File: config.mk
export PLATFORM = sky130hd
export DESIGN_NAME = itm_interval_timer
export DESIGN_NICKNAME = d
export VERILOG_FILES = /design/src/common/itm_pkg.sv /design/src/rtl/itm_interval_timer.sv /design/src/rtl/itm_down_counter.sv
export SDC_FILE = /design/constraint.sdc
export NUM_CORES = 1
export LEC_CHECK = 0
export BUFFER_PORTS_ARGS = -buffer_cell sky130_fd_sc_hd__buf_4
export CAP_MARGIN = 10
export CELL_PAD_IN_SITES_DETAIL_PLACEMENT = 1
export CELL_PAD_IN_SITES_GLOBAL_PLACEMENT = 2
export CORE_AREA = 2 2 123 125
export DETAILED_ROUTE_END_ITERATION = 10
export DIE_AREA = 0 0 125 127
export GPL_ROUTABILITY_DRIVEN = 0
export PLACE_DENSITY = 0.86
export SLEW_MARGIN = 5
export SYNTH_ARGS = -nofsm -noshare
export SYNTH_HDL_FRONTEND = slang
export SYNTH_SLANG_ARGS = --single-unit
File: constraint.sdc
create_clock -name clk_in -period 4.66 [get_ports clk_in]
set_input_delay 0.932 -clock clk_in [delete_from_list [all_inputs] [get_ports clk_in]]
set_output_delay 0.932 -clock clk_in [all_outputs]
set_load 0.005 [all_outputs]
File: src/common/itm_pkg.sv
package itm_pkg;

    // ----------------------------------------------------------------
    // clock and timing
    // ----------------------------------------------------------------
    localparam int unsigned CLK_HZ = 50_000_000;
    localparam int unsigned DEFAULT_PERIOD_MS = 125;
    // default reload count: clock rate times default period
    localparam longint unsigned DEFAULT_START_CYCLES =
        (64'(CLK_HZ) * 64'(DEFAULT_PERIOD_MS)) / 64'd1000;

    // ----------------------------------------------------------------
    // widths
    // ----------------------------------------------------------------
    localparam int unsigned HALF_W = 16;
    localparam int unsigned COUNT_W = 32;

    // ----------------------------------------------------------------
    // control word bit positions
    // ----------------------------------------------------------------
    localparam int unsigned CTRL_IRQ_EN_BIT = 0;
    localparam int unsigned CTRL_CONTINUOUS_RELOAD_BIT = 1;
    localparam int unsigned CTRL_START_BIT = 2;
    localparam int unsigned CTRL_STOP_BIT = 3;
    localparam int unsigned CTRL_W = 4;

    // ----------------------------------------------------------------
    // reset values
    // ----------------------------------------------------------------
    localparam logic RST_IRQ_EN = 1'h0;
    localparam logic RST_CONTINUOUS_RELOAD = 1'h0;
    localparam logic RST_FLAG = 1'h0;
    localparam logic [COUNT_W-1:0] RST_SNAPSHOT = 32'h0000_0000;

    // ----------------------------------------------------------------
    // carriers
    // ----------------------------------------------------------------
    typedef struct packed {
        logic stop;
        logic start;
        logic continuous_reload;
        logic timeout_irq_enable;
    } itm_ctrl_t;

    typedef struct packed {
        logic [HALF_W-1:0] hi;
        logic [HALF_W-1:0] lo;
    } itm_word_t;

    typedef struct packed {
        logic running;
        logic timeout_flag;
    } itm_status_t;

    typedef enum logic {
        ITM_IDLE,
        ITM_COUNT
    } itm_state_t;

endpackage : itm_pkg

File: src/rtl/itm_interval_timer.sv
// Function
// - the timeout flag goes to one on the edge where a count of one reloads.
// - with the interrupt enable at one a timeout raises the request, else not.
// - a write to the status word clears the timeout flag and the request, unless a timeout lands in the same cycle.
// - a control write of 0b0111 starts, selects continuous and enables irq.
// - start value comes as low then high halfword; 0x190000 gives ~33 ms.
// - the count steps down each clock, reloads at one, stops unless continuous.
// - a one on start begins counting, a one on stop halts with count held.
// - the running bit shows active counting and status writes never touch it.
// - a write to the low snapshot word captures the live count for readback.
module itm_interval_timer #(
    parameter logic [31:0] DEFAULT_START = 32'(itm_pkg::DEFAULT_START_CYCLES)
) (
    input wire logic clk_in,
    input wire logic sys_rst_in,
    input wire logic ctrl_wr_in,
    input wire itm_pkg::itm_ctrl_t ctrl_in,
    input wire logic status_wr_in,
    input wire logic start_lo_wr_in,
    input wire logic start_hi_wr_in,
    input wire logic [itm_pkg::HALF_W-1:0] start_half_in,
    input wire logic snap_wr_in,
    output itm_pkg::itm_ctrl_t ctrl_out,
    output itm_pkg::itm_status_t status_out,
    output itm_pkg::itm_word_t start_out,
    output itm_pkg::itm_word_t snapshot_out,
    output logic timer_irq_out
);
    import itm_pkg::*;

    // ----------------------------------------------------------------
    // state
    // ----------------------------------------------------------------
    itm_state_t state_q;
    itm_state_t state_d;
    logic continuous_reload_q;
    logic continuous_reload_d;
    logic irq_en_q;
    logic irq_en_d;
    logic flag_q;
    logic flag_d;
    itm_word_t start_q;
    itm_word_t start_d;
    logic start_init_q;
    logic start_init_d;
    itm_word_t snap_q;
    itm_word_t snap_d;

    logic run;
    logic load;
    logic wrap;
    logic [COUNT_W-1:0] count;
    logic start_req;
    logic stop_req;

    assign run = (state_q == ITM_COUNT);

    // ----------------------------------------------------------------
    // counter
    // ----------------------------------------------------------------
    // writing either half of the start value also reloads the count,
    // so a new period takes effect without waiting for the old one
    assign load = start_lo_wr_in || start_hi_wr_in;

    itm_down_counter u_counter (
        .clk_in(clk_in),
        .sys_rst_in(sys_rst_in),
        .rst_value_in(DEFAULT_START),
        .run_in(run),
        .load_in(load),
        .load_value_in(start_d),
        .count_out(count),
        .wrap_out(wrap)
    );

    // ----------------------------------------------------------------
    // start value halves
    // ----------------------------------------------------------------
    // a half write merges with the other half held in the register
    always_comb begin
        start_d = start_q;
        start_init_d = 1'b1;
        if (!start_init_q) begin
            start_d = DEFAULT_START;
        end
        if (start_lo_wr_in) begin
            start_d.lo = start_half_in;
        end
        if (start_hi_wr_in) begin
            start_d.hi = start_half_in;
        end
    end

    always_ff @(posedge clk_in or posedge sys_rst_in) begin
        if (sys_rst_in) begin
            start_q <= '0;
            start_init_q <= 1'b0;
        end else begin
            start_q <= start_d;
            start_init_q <= start_init_d;
        end
    end

    // ----------------------------------------------------------------
    // control decode
    // ----------------------------------------------------------------
    // stop wins over start in one write, so a stray pair of bits
    // can never leave the timer running
    assign stop_req = ctrl_wr_in && ctrl_in.stop;
    assign start_req = ctrl_wr_in && ctrl_in.start && !ctrl_in.stop;

    // ----------------------------------------------------------------
    // control bits
    // ----------------------------------------------------------------
    always_comb begin
        continuous_reload_d = continuous_reload_q;
        irq_en_d = irq_en_q;
        if (ctrl_wr_in) begin
            continuous_reload_d = ctrl_in.continuous_reload;
            irq_en_d = ctrl_in.timeout_irq_enable;
        end
    end

    always_ff @(posedge clk_in or posedge sys_rst_in) begin
        if (sys_rst_in) begin
            continuous_reload_q <= RST_CONTINUOUS_RELOAD;
            irq_en_q <= RST_IRQ_EN;
        end else begin
            continuous_reload_q <= continuous_reload_d;
            irq_en_q <= irq_en_d;
        end
    end

    // ----------------------------------------------------------------
    // run state
    // ----------------------------------------------------------------
    always_comb begin
        state_d = state_q;
        case (state_q)
            ITM_IDLE: begin
                if (start_req) begin
                    state_d = ITM_COUNT;
                end
            end
            ITM_COUNT: begin
                if (stop_req) begin
                    // count holds in the counter while idle
                    state_d = ITM_IDLE;
                end else if (wrap && !continuous_reload_q) begin
                    state_d = ITM_IDLE;
                end
            end
            default: begin
                state_d = ITM_IDLE;
            end
        endcase
    end

    always_ff @(posedge clk_in or posedge sys_rst_in) begin
        if (sys_rst_in) begin
            state_q <= ITM_IDLE;
        end else begin
            state_q <= state_d;
        end
    end

    // ----------------------------------------------------------------
    // timeout flag
    // ----------------------------------------------------------------
    always_comb begin
        flag_d = flag_q;
        if (status_wr_in) begin
            flag_d = 1'b0;
        end
        // a timeout in the clearing cycle is kept: set beats clear
        if (wrap) begin
            flag_d = 1'b1;
        end
    end

    always_ff @(posedge clk_in or posedge sys_rst_in) begin
        if (sys_rst_in) begin
            flag_q <= RST_FLAG;
        end else begin
            flag_q <= flag_d;
        end
    end

    // ----------------------------------------------------------------
    // snapshot
    // ----------------------------------------------------------------
    // the capture takes the count from before the write edge
    always_comb begin
        snap_d = snap_q;
        if (snap_wr_in) begin
            snap_d = count;
        end
    end

    always_ff @(posedge clk_in or posedge sys_rst_in) begin
        if (sys_rst_in) begin
            snap_q <= RST_SNAPSHOT;
        end else begin
            snap_q <= snap_d;
        end
    end

    // ----------------------------------------------------------------
    // outputs
    // ----------------------------------------------------------------
    // stop and start are write-only actions and read back as zero
    assign ctrl_out.stop = 1'b0;
    assign ctrl_out.start = 1'b0;
    assign ctrl_out.continuous_reload = continuous_reload_q;
    assign ctrl_out.timeout_irq_enable = irq_en_q;
    assign status_out.running = run;
    assign status_out.timeout_flag = flag_q;
    assign start_out = start_q;
    assign snapshot_out = snap_q;
    // level request, dropped only by clearing the flag or the enable
    assign timer_irq_out = flag_q && irq_en_q;

endmodule : itm_interval_timer

File: src/rtl/itm_down_counter.sv
module itm_down_counter (
    input wire logic clk_in,
    input wire logic sys_rst_in,
    input wire logic [itm_pkg::COUNT_W-1:0] rst_value_in,
    input wire logic run_in,
    input wire logic load_in,
    input wire logic [itm_pkg::COUNT_W-1:0] load_value_in,
    output logic [itm_pkg::COUNT_W-1:0] count_out,
    output logic wrap_out
);
    import itm_pkg::*;

    logic [COUNT_W-1:0] count_q;
    logic [COUNT_W-1:0] count_d;
    logic init_q;
    logic init_d;

    // ----------------------------------------------------------------
    // count arithmetic
    // ----------------------------------------------------------------
    function automatic logic at_end(input logic [COUNT_W-1:0] v);
        // a count of one reloads on this edge instead of stepping to zero; zero itself
        // also ends so a zero start value cannot hang the counter
        at_end = (v <= 32'h0000_0001);
    endfunction : at_end

    assign wrap_out = run_in && !load_in && at_end(count_q);
    assign count_out = count_q;

    always_comb begin
        count_d = count_q;
        init_d = 1'b1;
        if (!init_q) begin
            // reset value is a port, so it is taken after release
            count_d = rst_value_in;
        end else if (load_in) begin
            count_d = load_value_in;
        end else if (run_in) begin
            if (at_end(count_q)) begin
                count_d = load_value_in;
            end else begin
                count_d = count_q - 32'h0000_0001;
            end
        end
    end

    always_ff @(posedge clk_in or posedge sys_rst_in) begin
        if (sys_rst_in) begin
            count_q <= 32'h0000_0000;
            init_q <= 1'b0;
        end else begin
            count_q <= count_d;
            init_q <= init_d;
        end
    end

endmodule : itm_down_counter

==> out/results.ini <==
[placement]
io_buffers = 95
dpl_cell_area_sq_mm = 0.00583
dp_hpwl_um = 11300

[floorplanning]
die_area_sq_mm = 0.0159
dieHeight_um = 127
rows = 44
ioPinCount = 98
die_w_um = 125
core_sq_mm = 0.0144
initial_core_util = 0.346

[global_route]
grt_pass1_vias = 4335
grt_pass1_wl_um = 24900
antenna_found_initial = 0
grt_max_degree = 71
overflow = 0
grt_usage = 0.201

[clock_network]
cts.sinks = 101
insertion_delay_ps = 360
root_buffer = clkbuf_16
h-tree-depth = 3
cts_resized = 0
clkTransAtPathRegs_ps = 70
cts_hold_buf = 0
cts_tree = yes
clk_path_buf_depth = 2
cts_buffers = 9
post_cts_buffers = 0

[synthesis]
synth_compound_area_frac = 0.158
syn_area_sq_mm = 0.00500
ys_seq_elements = 101
synthAdderAreaFrac = 0.00501
yosysWarnings = 0
muxShareOfSynthArea = 0.128
yosys.area.top_type = dfrtp_1
synth_cells = 460
ys_top_cells_by_area = dfrtp_1 51%, mux2_2 9.0%, mux2i_1 3.8%
syn_area_per_cell_sq_um = 10.9
synth_top_family_by_area = compound AO/OA/AOI/OAI gates
yosysTopAreaCellShare = 0.506
synth.distinct_cells = 53
synthSimpleGateAreaFrac = 0.155
async_flop_share = 1.00
synthXorXnorAreaFrac = 0
ys_seq_area_frac = 0.506
synthFlopType = dfrtp_1
synth_edf_count = 0

[sta]
hold_slack_ps = 509
fmax_ghz = 0.294
skew_ps = 8.95
tightest_slew_ps = 1270
maxSlewHeadroom = 0.144
rsz0062_at_grt = false
drv_slew = 0
finalSetupTns_ps = 0
final-setup-viol-count = 0
hold_viol_final = 0
finalCritPeriodShare = 0.731
fin_crit_ps = 3410

[power_and_ir_drop]
p_leak_nw = 2.61
p_total_w = 0.00204
seqPwrFrac = 0.490
p_int_w = 0.00146
comb_power_share = 0.160
sw_frac_of_total = 0.284
p_clk_frac = 0.351
power_density_mw_per_mm2 = 334
power_switching_w = 0.000580
ir_drop_mv = 0.155

[status]
status = finished clean

[critical_path]
cpMaxStageDelayCell = or4_1
timing.rr.end = u_counter.count_out[23]$_DFFE_PP0P_
required_ps = 4910
arrival_ps = 3650
cp_num_cells = 6
path_class = flip-flop to flip-flop
cp-endpoint = u_counter.count_out[23]$_DFFE_PP0P_
crit_chain = or4_1 > or4b_4 > o31ai_4 > buf_12 > mux2_2 > a32o_1
max_stage_delay_ps = 720
path_max_fanout = 23
crit_path_end_kind = flip-flop
rrSetupSlack_ps = 1250
crit_buf_inv = 1
r2r_cells = 6
r2r_start = u_counter.count_out[2]$_DFFE_PP0P_
cp-startpoint = u_counter.count_out[2]$_DFFE_PP0P_
path_delay_family = simple AND/OR/NAND/NOR gates
cp-start-kind = flip-flop

[finish]
areaGrowthSynthToFinish_pct = 22.2
final_util = 0.423
design_area_sq_mm = 0.00611
fillers = 1601
nNetsFinal = 569
antenna_cells = 0
drive_above_1_share = 0.312

[drt]
postRouteAntennaNets = 0
vias_per_cell = 5.68
wl_per_cell_um = 21.7
dr.pass1.iters = 5
drc = 0
via_count = 4141
drt_iter0_drc = 279
drt-total-wl_um = 15800

[job]
max-cap-violations = 0

[hold_path]
min_path_type = flip-flop to flip-flop

layout by cell type, fill, tap and decap left out, drive strengths merged, types with 5 or more instances in the layout:
cell,instances
dfrtp,101
o22ai,7
nand2,23
nand4,5
o21ai,20
a21oi,7
nand3,11
or4,7
a22oi,12
nor2,29
nand2b,5
or3,9
inv,14
a32o,6
a22o,19
buf,103
mux2i,19
clkbuf,10
o22a,11
mux2,40
nor4,19
nor3,20
cell families (layout without fill, tap and decap cells):
group,count (synthesis),in the layout
compound gates,105,105
fa+ha+maj,2,2
buf+inv,47,131
flops,101,101
mux,59,59
other cells,2,3
simple gates,144,144
cell usage after synthesis, types with 12 or more instances:
master / n
dfrtp_1: 101
mux2_2: 40
nor2_1: 29
nand2_1: 23
clkbuf_1: 21
a22o_1: 19
mux2i_1: 19
nor3_1: 19
nor4_1: 18
o21ai_0: 17
a22oi_1: 12
inv_1: 12
flip-flops by register name, indices dropped and copies added (netlist names):
name	flops
u_counter.init_q	1
snapshot_out	32
irq_en_q	1
start_out	32
u_counter.count_out	32
continuous_reload_q	1
run	1
flag_q	1
stage by stage:
step | setup slack (ps) | cells
3_5_place_dp | 1310 | 713
3_3_place_gp | 1370 | 713
5_1_grt | 1120 | 729
6_report | 1250 | 729
4_1_cts | 1280 | 729
2_1_floorplan | 1080 | 461
worst min-delay path by stage:
| stage | start | endpoint | slack [ps] | cells past startpoint |
|---|---|---|---|---|
| 3_3_place_gp | snapshot_out[9]$_DFFE_PP0P_ | snapshot_out[9]$_DFFE_PP0P_ | 490 | 1 |
| 5_1_grt | snapshot_out[4]$_DFFE_PP0P_ | snapshot_out[4]$_DFFE_PP0P_ | 530 | 1 |
| 6_report | snapshot_out[9]$_DFFE_PP0P_ | snapshot_out[9]$_DFFE_PP0P_ | 510 | 1 |
| 3_5_place_dp | snapshot_out[10]$_DFFE_PP0P_ | snapshot_out[10]$_DFFE_PP0P_ | 500 | 1 |
| 4_1_cts | snapshot_out[10]$_DFFE_PP0P_ | snapshot_out[10]$_DFFE_PP0P_ | 520 | 1 |
| 2_1_floorplan | u_counter.count_out[29]$_DFFE_PP0P_ | snapshot_out[29]$_DFFE_PP0P_ | 500 | 1 |
worst reg2reg max path, cell delays in order, from the launching register on:
cell and delay (ps):
dfrtp_1 450, or4_1 730, or4b_4 640, o31ai_4 630, buf_12 280, mux2_2 360
a32o_1 210
per-layer routing:
metal	routed length (um)	global-route usage	vias to the layer above
li1	-	-	1893
met1	7160	0.273	2100
met2	7480	0.322	129
met3	834	0.0373	19
met4	314	0.0771	0
met5	0	0	-
power groups by stage:
| stage | sequential, W | clock, W | combinational, W |
|---|---|---|---|
| 2_1_floorplan | 0.00100 | 0 | 0.000180 |
| 3_3_place_gp | 0.00101 | 0 | 0.000322 |
| 3_5_place_dp | 0.00102 | 0 | 0.000328 |
| 4_1_cts | 0.00100 | 0.000735 | 0.000329 |
| 5_1_grt | 0.00101 | 0.000767 | 0.000355 |
| 6_report | 0.00100 | 0.000716 | 0.000326 |
cell type report:
| class | instances | area (sq um) | share of cell area |
|---|---|---|---|
| inverter | 12 | 47.5 | 0.00779 |
| multi-input combinational | 313 | 2240 | 0.367 |
| clock inverter | 6 | 46.3 | 0.00758 |
| tap | 184 | 230 | 0.0377 |
| timing repair buffer | 103 | 786 | 0.129 |
| clock buffer | 10 | 229 | 0.0375 |
| sequential | 101 | 2530 | 0.414 |
Note: power is estimated with default switching activity, not from simulation.
